**config.mk**
```make
export PLATFORM = sky130hd
export DESIGN_NAME = ssiv_core
export DESIGN_NICKNAME = d
export VERILOG_FILES = /design/src/ssiv_core.v
export VERILOG_INCLUDE_DIRS = /design/src
export SDC_FILE = /design/constraint.sdc
export NUM_CORES = 1
export LEC_CHECK = 0
export ABC_CLOCK_PERIOD_IN_PS = 3500
export BUFFER_PORTS_ARGS = -buffer_cell sky130_fd_sc_hd__clkbuf_2
export CORE_MARGIN = 3
export CORE_UTILIZATION = 45
export DETAILED_ROUTE_END_ITERATION = 6
export GPL_ROUTABILITY_DRIVEN = 0
export PLACE_DENSITY_LB_ADDON = 0.08
export SYNTH_ARGS = -nofsm -noshare
export SYNTH_HDL_FRONTEND = slang
export SYNTH_SLANG_ARGS = --single-unit
```
**constraint.sdc**
```tcl
create_clock -name aclk -period 3.5 [get_ports aclk]
set_input_delay 0.525 -clock aclk [delete_from_list [all_inputs] [get_ports aclk]]
set_output_delay 0.525 -clock aclk [all_outputs]
set_load 0.05 [all_outputs]
```
**src/ssiv_defs.vh**
```
// Constants for the speech-synthesis interrupt vectoring block.
// Assumes a single 250 MHz clock and a 32-bit AXI4-Lite register bus.
`ifndef SSIV_DEFS_VH
`define SSIV_DEFS_VH

// ****************************************
// Register offsets
// ****************************************
`define SSIV_OFS_MODE1        8'h00
`define SSIV_OFS_MODE2        8'h04
`define SSIV_OFS_PPC0_RELOAD  8'h08
`define SSIV_OFS_PPC1_RELOAD  8'h0c
`define SSIV_OFS_STATUS       8'h10
`define SSIV_OFS_SAMPLE       8'h14
`define SSIV_OFS_VECTOR       8'h18

// ****************************************
// Field positions
// ****************************************
`define SSIV_M1_LPC           0
`define SSIV_M1_PCM           1
`define SSIV_M1_IO_MAP        2
`define SSIV_M2_PPC0_UFL      0
`define SSIV_M2_PPC1_UFL      1
`define SSIV_M2_DUAL          2
`define SSIV_ST_FLAG          0
`define SSIV_ST_L1_PEND       1
`define SSIV_ST_L2_PEND       2

// ****************************************
// Reset values
// ****************************************
`define SSIV_MODE1_RST        8'h00
`define SSIV_MODE2_RST        8'h00
`define SSIV_PPC_RST          16'h0000
`define SSIV_SAMPLE_RST       16'h0000

// ****************************************
// Vectors and counts
// ****************************************
`define SSIV_VEC_L2_BASE      16'h0010
`define SSIV_VEC_L1_BASE      16'h0018
`define SSIV_PPC_FLOOR        16'h0200
`define SSIV_L1_INSTR_CYCLES  30
`define SSIV_CLK_HZ           250000000
`define SSIV_LPC_RATE_HZ      20000
`define SSIV_LPC_DIV          (`SSIV_CLK_HZ / `SSIV_LPC_RATE_HZ)

// ****************************************
// Bus responses
// ****************************************
`define SSIV_RESP_OKAY        2'b00
`define SSIV_RESP_SLVERR      2'b10

`endif

```
**src/ssiv_core.v**
```verilog
// Interrupt pacing, vector selection, mode registers, pitch period counters
// and synthesis sample register of a speech-synthesis processor core.
// Assumes the core pulses instr_cycle once per instruction and int_ack on
// interrupt entry; all inputs are synchronous to aclk.
//
// Added by the designer: the AXI4-Lite register port and the address map.
`include "ssiv_defs.vh"
`default_nettype none

module ssiv_core #(
  parameter integer LPC_DIV = `SSIV_LPC_DIV
) (
  // Clock and reset
  input  wire        aclk,
  input  wire        aresetn,
  // AXI4-Lite write address and data
  input  wire [7:0]  s_axi_awaddr,
  input  wire        s_axi_awvalid,
  output wire        s_axi_awready,
  input  wire [31:0] s_axi_wdata,
  input  wire [3:0]  s_axi_wstrb,
  input  wire        s_axi_wvalid,
  output wire        s_axi_wready,
  // AXI4-Lite write response
  output reg  [1:0]  s_axi_bresp,
  output reg         s_axi_bvalid,
  input  wire        s_axi_bready,
  // AXI4-Lite read
  input  wire [7:0]  s_axi_araddr,
  input  wire        s_axi_arvalid,
  output wire        s_axi_arready,
  output reg  [31:0] s_axi_rdata,
  output reg  [1:0]  s_axi_rresp,
  output reg         s_axi_rvalid,
  input  wire        s_axi_rready,
  // Core events
  input  wire        instr_cycle,
  input  wire        power_down_instr,
  input  wire        init_n,
  input  wire        lvl2_req,
  input  wire        int_ack,
  input  wire        load_synth_sample_instr,
  input  wire [15:0] sample_in,
  // Interrupt and mode outputs
  output wire        int_req,
  output reg  [15:0] int_vector,
  output wire        lpc_tick,
  output wire        io_map_en,
  output wire        pcm_overflow
);

  // ****************************************
  // Helpers
  // ****************************************
  function [15:0] vec_sel;
    input [15:0] base;
    input        pcm;
    input        lpc;
    begin
      vec_sel = base + {13'h0000, pcm, lpc, 1'b0};
    end
  endfunction

  // Byte lanes beyond a register's width are ignored rather than refused.
  function [7:0] strb8;
    input [7:0] old;
    input [31:0] wd;
    input [3:0] st;
    begin
      strb8 = st[0] ? wd[7:0] : old;
    end
  endfunction

  function [15:0] strb16;
    input [15:0] old;
    input [31:0] wd;
    input [3:0] st;
    begin
      strb16 = {st[1] ? wd[15:8] : old[15:8], st[0] ? wd[7:0] : old[7:0]};
    end
  endfunction

  // ****************************************
  // Register state
  // ****************************************
  reg  [7:0]  mode1_reg;
  reg  [7:0]  mode2_reg;
  reg  [15:0] ppc0_reload_reg;
  reg  [15:0] ppc1_reload_reg;
  reg  [15:0] ppc0_reg;
  reg  [15:0] ppc1_reg;
  reg  [15:0] sample_reg;
  reg         status_reg;
  reg         l1_pend_reg;
  reg         l2_pend_reg;
  reg  [4:0]  instr_cnt_reg;
  reg  [15:0] lpc_div_reg;
  reg  [31:0] rdata_next;
  reg         rd_hit;

  wire        lpc_on  = mode1_reg[`SSIV_M1_LPC];
  wire        pcm_on  = mode1_reg[`SSIV_M1_PCM];
  wire        wr_fire = s_axi_awvalid & s_axi_wvalid & ~s_axi_bvalid;
  wire        rd_fire = s_axi_arvalid & ~s_axi_rvalid;
  wire        wr_hit  = (s_axi_awaddr == `SSIV_OFS_MODE1) |
                        (s_axi_awaddr == `SSIV_OFS_MODE2) |
                        (s_axi_awaddr == `SSIV_OFS_PPC0_RELOAD) |
                        (s_axi_awaddr == `SSIV_OFS_PPC1_RELOAD) |
                        (s_axi_awaddr == `SSIV_OFS_STATUS);
  wire        wr_m1   = wr_fire & (s_axi_awaddr == `SSIV_OFS_MODE1);
  wire        wr_m2   = wr_fire & (s_axi_awaddr == `SSIV_OFS_MODE2);
  wire        wr_st   = wr_fire & (s_axi_awaddr == `SSIV_OFS_STATUS) & s_axi_wstrb[0];

  // ****************************************
  // Bus handshakes
  // ****************************************
  // Address and data are taken together so no half-written state is held.
  assign s_axi_awready = wr_fire;
  assign s_axi_wready  = wr_fire;
  assign s_axi_arready = rd_fire;

  always @(posedge aclk) begin
    if (!aresetn) begin
      s_axi_bvalid <= 1'b0;
      s_axi_bresp  <= `SSIV_RESP_OKAY;
      s_axi_rvalid <= 1'b0;
      s_axi_rresp  <= `SSIV_RESP_OKAY;
      s_axi_rdata  <= 32'h00000000;
    end else begin
      if (wr_fire) begin
        s_axi_bvalid <= 1'b1;
        s_axi_bresp  <= wr_hit ? `SSIV_RESP_OKAY : `SSIV_RESP_SLVERR;
      end else if (s_axi_bready) begin
        s_axi_bvalid <= 1'b0;
      end
      if (rd_fire) begin
        s_axi_rvalid <= 1'b1;
        s_axi_rdata  <= rdata_next;
        s_axi_rresp  <= rd_hit ? `SSIV_RESP_OKAY : `SSIV_RESP_SLVERR;
      end else if (s_axi_rready) begin
        s_axi_rvalid <= 1'b0;
      end
    end
  end

  // ****************************************
  // Read multiplexer
  // ****************************************
  // Unmapped offsets read as zero and answer with an error response.
  always @* begin
    rdata_next = 32'h00000000;
    rd_hit     = 1'b1;
    case (s_axi_araddr)
      `SSIV_OFS_MODE1:       rdata_next = {24'h000000, mode1_reg};
      `SSIV_OFS_MODE2:       rdata_next = {24'h000000, mode2_reg};
      `SSIV_OFS_PPC0_RELOAD: rdata_next = {16'h0000, ppc0_reload_reg};
      `SSIV_OFS_PPC1_RELOAD: rdata_next = {16'h0000, ppc1_reload_reg};
      `SSIV_OFS_STATUS:      rdata_next = {29'h00000000, l2_pend_reg, l1_pend_reg, status_reg};
      `SSIV_OFS_SAMPLE:      rdata_next = {16'h0000, sample_reg};
      `SSIV_OFS_VECTOR:      rdata_next = {16'h0000, int_vector};
      default:               rd_hit     = 1'b0;
    endcase
  end

  // ****************************************
  // Mode registers
  // ****************************************
  // two 8-bit modes
  always @(posedge aclk) begin
    if (!aresetn) begin
      mode1_reg       <= `SSIV_MODE1_RST;
      ppc0_reload_reg <= `SSIV_PPC_RST;
      ppc1_reload_reg <= `SSIV_PPC_RST;
    end else begin
      if (wr_m1) begin
        mode1_reg <= strb8(mode1_reg, s_axi_wdata, s_axi_wstrb);
      end
      if (wr_fire && s_axi_awaddr == `SSIV_OFS_PPC0_RELOAD) begin
        ppc0_reload_reg <= strb16(ppc0_reload_reg, s_axi_wdata, s_axi_wstrb);
      end
      if (wr_fire && s_axi_awaddr == `SSIV_OFS_PPC1_RELOAD) begin
        ppc1_reload_reg <= strb16(ppc1_reload_reg, s_axi_wdata, s_axi_wstrb);
      end
    end
  end

  assign io_map_en = mode1_reg[`SSIV_M1_IO_MAP];

  // ****************************************
  // Pitch period counters
  // ****************************************
  // A reload value below the floor only underflows after the counter wraps,
  // so software is expected to load at least the floor value.
  wire ppc0_ufl = instr_cycle & lpc_on & (ppc0_reg == `SSIV_PPC_FLOOR);
  wire ppc1_ufl = instr_cycle & lpc_on & mode2_reg[`SSIV_M2_DUAL] &
                  (ppc1_reg == `SSIV_PPC_FLOOR);

  always @(posedge aclk) begin
    if (!aresetn) begin
      ppc0_reg <= `SSIV_PPC_RST;
      ppc1_reg <= `SSIV_PPC_RST;
    end else begin
      if (!lpc_on) begin
        ppc0_reg <= ppc0_reload_reg;
      end else if (instr_cycle) begin
        ppc0_reg <= ppc0_ufl ? ppc0_reload_reg : ppc0_reg - 16'h0001;
      end
      if (!lpc_on || !mode2_reg[`SSIV_M2_DUAL]) begin
        ppc1_reg <= ppc1_reload_reg;
      end else if (instr_cycle) begin
        ppc1_reg <= ppc1_ufl ? ppc1_reload_reg : ppc1_reg - 16'h0001;
      end
    end
  end

  // An underflow in the clearing cycle survives the write.
  always @(posedge aclk) begin
    if (!aresetn) begin
      mode2_reg <= `SSIV_MODE2_RST;
    end else begin
      if (wr_m2 && s_axi_wstrb[0]) begin
        mode2_reg[`SSIV_M2_DUAL]     <= s_axi_wdata[`SSIV_M2_DUAL];
        mode2_reg[`SSIV_M2_PPC0_UFL] <= mode2_reg[`SSIV_M2_PPC0_UFL] &
                                        ~s_axi_wdata[`SSIV_M2_PPC0_UFL];
        mode2_reg[`SSIV_M2_PPC1_UFL] <= mode2_reg[`SSIV_M2_PPC1_UFL] &
                                        ~s_axi_wdata[`SSIV_M2_PPC1_UFL];
      end
      if (ppc0_ufl) begin
        mode2_reg[`SSIV_M2_PPC0_UFL] <= 1'b1;
      end
      if (ppc1_ufl) begin
        mode2_reg[`SSIV_M2_PPC1_UFL] <= 1'b1;
      end
    end
  end

  // ****************************************
  // Interrupt pacing
  // ****************************************
  // The window counter restarts whenever LPC is switched on, so the first
  // level 1 interrupt comes a full window after the enable.
  localparam integer L1_LAST = `SSIV_L1_INSTR_CYCLES - 1;

  wire l1_tick = lpc_on & instr_cycle & (instr_cnt_reg == L1_LAST[4:0]);

  always @(posedge aclk) begin
    if (!aresetn || !lpc_on) begin
      instr_cnt_reg <= 5'h00;
    end else if (instr_cycle) begin
      instr_cnt_reg <= l1_tick ? 5'h00 : instr_cnt_reg + 5'h01;
    end
  end

  // The tick is combinational so the level 2 request lands on the wrapping edge.
  // 20 kHz divider
  assign lpc_tick = lpc_on & (lpc_div_reg == LPC_DIV[15:0] - 16'h0001);

  always @(posedge aclk) begin
    if (!aresetn || !lpc_on) begin
      lpc_div_reg <= 16'h0000;
    end else begin
      lpc_div_reg <= lpc_tick ? 16'h0000 : lpc_div_reg + 16'h0001;
    end
  end

  // Level 2 wins when both are pending; it has the lower vectors.
  assign int_req = l1_pend_reg | l2_pend_reg;

  // A new request in the cycle of its acknowledge keeps the level pending.
  always @(posedge aclk) begin
    if (!aresetn) begin
      l1_pend_reg <= 1'b0;
      l2_pend_reg <= 1'b0;
    end else begin
      l2_pend_reg <= lvl2_req | lpc_tick | (l2_pend_reg & ~int_ack);
      l1_pend_reg <= l1_tick | (l1_pend_reg & ~(int_ack & ~l2_pend_reg));
    end
  end

  // ****************************************
  // Vector selection
  // ****************************************
  always @* begin
    if (l2_pend_reg) begin
      int_vector = vec_sel(`SSIV_VEC_L2_BASE, pcm_on, lpc_on);
    end else begin
      int_vector = vec_sel(`SSIV_VEC_L1_BASE, pcm_on, lpc_on);
    end
  end

  // ****************************************
  // Status flag
  // ****************************************
  // A set cause in the clearing cycle wins so that no event is lost.
  always @(posedge aclk) begin
    if (!aresetn) begin
      status_reg <= 1'b0;
    end else begin
      if (power_down_instr || !init_n || (int_ack && int_req)) begin
        status_reg <= 1'b1;
      end else if (wr_st && s_axi_wdata[`SSIV_ST_FLAG]) begin
        status_reg <= 1'b0;
      end
    end
  end

  // ****************************************
  // Synthesis sample register
  // ****************************************
  // The low two bits are forced to zero so they never carry stale input bits.
  // sample layout
  always @(posedge aclk) begin
    if (!aresetn) begin
      sample_reg <= `SSIV_SAMPLE_RST;
    end else if (load_synth_sample_instr) begin
      sample_reg <= {sample_in[15:2], 2'b00};
    end
  end

  assign pcm_overflow = (sample_reg[15:14] != {2{sample_reg[13]}});

endmodule // ssiv_core

`default_nettype wire

```
Word-level counts from Yosys, hierarchy flattened
Index checks and enable logic that the tools add are counted.

operators by class
  $add $sub $neg = 6
  eq/ne operators = 16
  mux-type cells = 21
  bitwise gates (word level) = 33
  reduce and logical (&&, ||, !) cells = 28

operators with widths
  cell                                                                  count
  16-bit one-hot mux with 7 select lines                                1
  16-bit two-way mux                                                    6
  16-bit by 10-bit == test with 1-bit output, second input constant     2
  8-bit by 4-bit == test with 1-bit output, second input constant       4
  8-bit by 5-bit == test with 1-bit output, second input constant       4
  16-bit by 1-bit subtractor with 16-bit output, second input constant  2
  1-bit AND                                                             18
  16-bit by 1-bit adder with 16-bit output, second input constant       1
  16-bit by 14-bit == test with 1-bit output, second input constant     1
  8-bit by 3-bit == test with 1-bit output, second input constant       2
  8-bit zero test                                                       2
  5-bit by 3-bit adder with 6-bit output, first input constant          2
  2-bit nonzero test                                                    6
  2-bit AND reduction                                                   5
  1-bit two-way mux                                                     9
  1-bit bitwise OR                                                      8
  1-bit NOT                                                             7
  7-bit OR reduction                                                    1
  2-bit two-way mux                                                     3
  6-bit two-way mux                                                     1
  5-bit by 1-bit adder with 5-bit output, second input constant         1
  5-bit == test, second input constant                                  1
  1-bit logical AND                                                     5
  5-bit two-way mux                                                     1
  other kinds (5)                                                       11

word-level totals
  bits in registers = 151
  input port bits = 81
  output and inout port bits = 61
  logic and storage cells = 125

Longest topological paths before layout
  word-level depth = 7
  gate-level depth with buffers = 8
  depth with buffers taken out = 7

Worst setup path before layout
OpenSTA, ideal clock, no wires.

  path kind = register to register
  from = reg lpc_div_reg[10]
  to = reg lpc_div_reg[10]
  setup time = 0.128 ns
  arrival = 3.123 ns
  required time = 3.372 ns
  slack = 0.249 ns
  cell stages (with the launch flop) = 8
  path buffers = 2
  clock period less this slack = 3.251 ns
  path through = dfxtp_1 > nor4_1 > nand2_1 > nor4_1 > nand2b_1 > clkbuf_1 > clkbuf_1 > nor2_1

on the way
  word-level cells in the longest chain between the ends = 3
  elaborated cells on any way between the ends = 4
  those cells by class = add/sub (1); eq/ne (1); bitwise (1); reduce/logical (1)

RTL lines
  element                                     line             text
  from (decl)                                 ssiv_core.v:97   reg [15:0] lpc_div_reg;
  from (signal assigned)                      ssiv_core.v:262  lpc_div_reg <= lpc_tick ? 16'h0000 : lpc_div_reg + 16'h0001;
  16-bit by 14-bit == test with 1-bit output  ssiv_core.v:256  assign lpc_tick = lpc_on & (lpc_div_reg == LPC_DIV[15:0] - 16'h0001);
  1-bit AND                                   ssiv_core.v:256
  via lpc_tick                                ssiv_core.v:47   output wire lpc_tick,
  2-bit OR reduction (no line)                -

The timed path passes the listed nets, and every way through them passes these cells.
A chain may end at the register's enable or synchronous reset.

Worst setup path after layout
  from = reg lpc_div_reg[9]
  to = out lpc_tick

on the way
  word-level cells in the longest chain between the ends = 2

RTL lines
  element                                     line
  16-bit by 14-bit == test with 1-bit output  ssiv_core.v:256
  1-bit AND                                   ssiv_core.v:256
  to (decl)                                   ssiv_core.v:47

Every way passes these cells.

==> metrics.txt <==
# TYPE chip_impl_metric gauge
chip_impl_metric{name="ys_ff_latch",unit=""} 133
chip_impl_metric{name="syn_inst",unit=""} 804
chip_impl_metric{name="cts_max_path_buffers",unit=""} 2
chip_impl_metric{name="chipWidth",unit="µm"} 127
chip_impl_metric{name="grt_pass1_vias",unit=""} 5927
chip_impl_metric{name="layout-area-overhead-vs-synth",unit="%"} 16.3
chip_impl_metric{name="overall_track_demand_over_capacity_in_global_routing",unit=""} 0.242
chip_impl_metric{name="floorplan.core_area",unit="mm²"} 0.0141
chip_impl_info{name="ys.flop_type",value="sky130_fd_sc_hd__dfxtp_1"} 1
chip_impl_metric{name="design.portCount",unit=""} 142
chip_impl_metric{name="setup_skew",unit="ns"} 0.00653
chip_impl_info{name="critPathSlowestCell",value="sky130_fd_sc_hd__nor4_1"} 1
chip_impl_metric{name="std_cell_rows",unit=""} 43
chip_impl_metric{name="achievable-frequency",unit="GHz"} 0.388
chip_impl_info{name="worstSetupStartpointType",value="flop"} 1
chip_impl_metric{name="critPathMaxStageDelay",unit="ns"} 0.53
chip_impl_metric{name="fp.dieH",unit="µm"} 127
chip_impl_metric{name="floorplan.die_area",unit="mm²"} 0.0162
chip_impl_info{name="path_class",value="reg2out"} 1
chip_impl_metric{name="length_of_the_first_detailed_routing_pass_in_iterations",unit=""} 5
chip_impl_metric{name="post_cts.repair.setup_buffers",unit=""} 0
chip_impl_metric{name="slew_viol_final",unit=""} 0
chip_impl_metric{name="dp.final_hpwl",unit="mm"} 14.0
chip_impl_metric{name="report.power.total",unit="µW"} 3600
chip_impl_info{name="worst_hold_path_type",value="in2reg"} 1
chip_impl_info{name="post-synth-top-area-cell",value="sky130_fd_sc_hd__dfxtp_1"} 1
chip_impl_metric{name="initial_utilization",unit=""} 0.468
chip_impl_metric{name="number_of_buffers_created_by_cts",unit=""} 17
chip_impl_metric{name="antenna_found_initial",unit=""} 0
chip_impl_metric{name="n_diodes",unit=""} 0
chip_impl_info{name="worst_setup_end_kind",value="output pin"} 1
chip_impl_metric{name="seq_area_frac_synth",unit=""} 0.402
chip_impl_metric{name="final_core_utilization",unit=""} 0.544
chip_impl_metric{name="globalRoute.totalOverflow",unit=""} 0
chip_impl_metric{name="multi_input_comb_area",unit="mm²"} 0.00358
chip_impl_metric{name="post_route_cells_drive_above_1_share",unit=""} 0.167
chip_impl_metric{name="syn-mean-instance-area",unit="µm²"} 8.24
chip_impl_metric{name="detail_route.drc_violations",unit=""} 0
chip_impl_metric{name="viasPerCell",unit=""} 5.78
chip_impl_metric{name="cts_repair_resize_count",unit=""} 0
chip_impl_metric{name="drt_first_iter_violations",unit=""} 569
chip_impl_metric{name="num_vias",unit=""} 6204
chip_impl_metric{name="max_cap_viol_count",unit=""} 0
chip_impl_metric{name="critical_path_peak_fanout",unit=""} 3
chip_impl_metric{name="final.fill_count",unit=""} 1326
chip_impl_metric{name="worstSkewPairLatency",unit="ns"} 0.42
chip_impl_metric{name="power-per-cell-area",unit="mW/mm²"} 467
chip_impl_metric{name="path_clk_slew",unit="ns"} 0.06
chip_impl_metric{name="ir_drop",unit="mV"} 0.334
chip_impl_metric{name="cts-hold-fix-buffers",unit=""} 0
chip_impl_metric{name="required",unit="ns"} 2.97
chip_impl_metric{name="cts_sink_count",unit=""} 133
chip_impl_metric{name="fin_setup_tns",unit="ns"} 0
chip_impl_info{name="ctsRootBufferMaster",value="sky130_fd_sc_hd__clkbuf_16"} 1
chip_impl_metric{name="worst_ep_arrival_time",unit="ns"} 2.05
chip_impl_metric{name="finalCritPeriodShare",unit=""} 0.737
chip_impl_metric{name="syn_area",unit="mm²"} 0.00662
chip_impl_metric{name="routed_wire_length",unit="mm"} 19.2
chip_impl_metric{name="grt_start_max_net_pins",unit=""} 61
chip_impl_metric{name="nNetsFinal",unit=""} 966
chip_impl_metric{name="timing.hold.ws",unit="ns"} 0.311
chip_impl_metric{name="leakage",unit="µW"} 0.00313
chip_impl_metric{name="yosysWarningCount",unit=""} 0
chip_impl_info{name="setup_repair_after_global_routing_missed_its_margin",value="no"} 1
chip_impl_metric{name="post_drt_wl_per_cell",unit="µm"} 17.9
chip_impl_metric{name="cts-htree-levels",unit=""} 4
chip_impl_metric{name="tightestPinTransition",unit="ns"} 0.775
chip_impl_metric{name="yosys.area.top_type_share",unit=""} 0.402
chip_impl_metric{name="port_buf_inserts",unit=""} 90
chip_impl_metric{name="synth_edf_count",unit=""} 0
chip_impl_metric{name="timing.final.hold_violations",unit=""} 0
chip_impl_info{name="synthMostInstantiatedCell",value="sky130_fd_sc_hd__dfxtp_1"} 1
chip_impl_info{name="crit_chain",value="nor4_1, nand2_1, nor4_1, clkbuf_2"} 1
chip_impl_metric{name="report.final.setup_viol",unit=""} 0
chip_impl_metric{name="synthArstFlopShare",unit=""} 0
chip_impl_info{name="synthTopCellsByArea",value="sky130_fd_sc_hd__dfxtp_1 40%, sky130_fd_sc_hd__mux2i_1 6.0%, sky130_fd_sc_hd__nand2_1 5.0%"} 1
chip_impl_info{name="run_status",value="completed"} 1
chip_impl_info{name="synth.top_cells.by_count",value="133 x sky130_fd_sc_hd__dfxtp_1, 89 x sky130_fd_sc_hd__nand2_1, 89 x sky130_fd_sc_hd__nor2_1, 49 x sky130_fd_sc_hd__o21ai_0, 48 x sky130_fd_sc_hd__nand3_1"} 1
chip_impl_metric{name="post-route-min-period",unit="ns"} 2.58
chip_impl_info{name="tritoncts",value="built"} 1
chip_impl_metric{name="synthDistinctLibCells",unit=""} 70
chip_impl_metric{name="ant_nets",unit=""} 0
chip_impl_metric{name="grt_pass1_wl",unit="mm"} 31.2
chip_impl_metric{name="layout.area.seq",unit="mm²"} 0.00266
chip_impl_info{name="cp_common_cell",value="sky130_fd_sc_hd__nor4_1"} 1
chip_impl_metric{name="worst_slew_margin",unit=""} 0.478
[routing by layer]
metal | track usage | wire (µm) | part of all wire | vias to the layer above
met5 | 0 | 0 | 0 | -
met4 | 0.0776 | 333 | 0.017 | 0
met3 | 0.0569 | 1560 | 0.081 | 24
met2 | 0.381 | 8730 | 0.45 | 284
met1 | 0.329 | 8590 | 0.45 | 2914
li1 | - | - | - | 2982
[worst max-delay path, delay by kind of cell (launching register included)]
family	cells	cell delay, ns
AND/OR/NAND/NOR	3	0.93
buffers and inverters	1	0.38
flip-flops	1	0.33
[through the flow]
stage | setup WS (ns) | std cells | cell area [µm²]
finish | 0.922 | 1073 | 7700
global route | 0.675 | 1073 | 7700
CTS | 0.889 | 1073 | 7700
detailed placement | 0.705 | 1041 | 7110
global placement | 0.750 | 1041 | 7110
floorplan | 0.249 | 833 | 6730
[layout make-up]
class	instances	share of cell area
sequential	133	0.346
tap	180	0.0292
multi-input combinational	604	0.465
inverter	19	0.00926
timing repair buffer	105	0.0731
clock buffer	22	0.0616
clock inverter	10	0.0159
[placed cells by master (no fill, tap or decap), drive strengths merged, types with 5 or more instances in the layout]
master,synthesis,routed
nand2b,7,7
clkbuf,39,112
a211oi,8,8
nand3,48,48
inv,18,19
mux2i,40,40
nand2,89,89
ha,5,5
and3,13,13
o21ai,52,52
buf,38,15
dfxtp,133,133
and2,9,9
nor2,89,89
nor3,14,14
a31oi,5,5
a22o,9,9
or4,9,9
a22oi,12,12
xor2,15,15
nor4,18,18
o211ai,7,7
or3,5,5
o22ai,7,7
nand4,10,10
a221oi,6,6
a21oi,29,29
conb,2,31
clkinv,1,5
nor2b,9,9
xnor2,6,6
[final timing paths]
kind	start	end	slack (ns)	cells after the start
min reg2reg	s_axi_bresp[1]	s_axi_bresp[1]	0.45	2
min	lvl2_req	l2_pend_reg	0.31	3
max	lpc_div_reg[9]	lpc_tick	0.92	4
max reg2reg	ppc1_reg[0]	ppc1_reg[13]	1.04	7
[logic make-up (layout without fill, tap and decap cells)]
| family | after synthesis | count (layout) | share of synthesized area |
|---|---|---|---|
| and+or+nand+nor | 341 | 341 | 0.257 |
| AOI/OAI and AO/OA | 163 | 163 | 0.161 |
| DFF | 133 | 133 | 0.402 |
| buffers and inverters | 96 | 156 | 0.0742 |
| muxes | 43 | 43 | 0.0672 |
| xor gates and xnor gates | 21 | 21 | 0.0278 |
| adders and majority gates | 5 | 5 | 0.00944 |
| other | 2 | 31 | 0.00113 |
[power breakdown]
group	leakage [µW]	switching, µW	internal, µW
Sequential	0.00108	10.9	1530
Clock	0.000283	683	1110
Combinational	0.00177	202	64.1
Power figures use the tool's default switching activity.
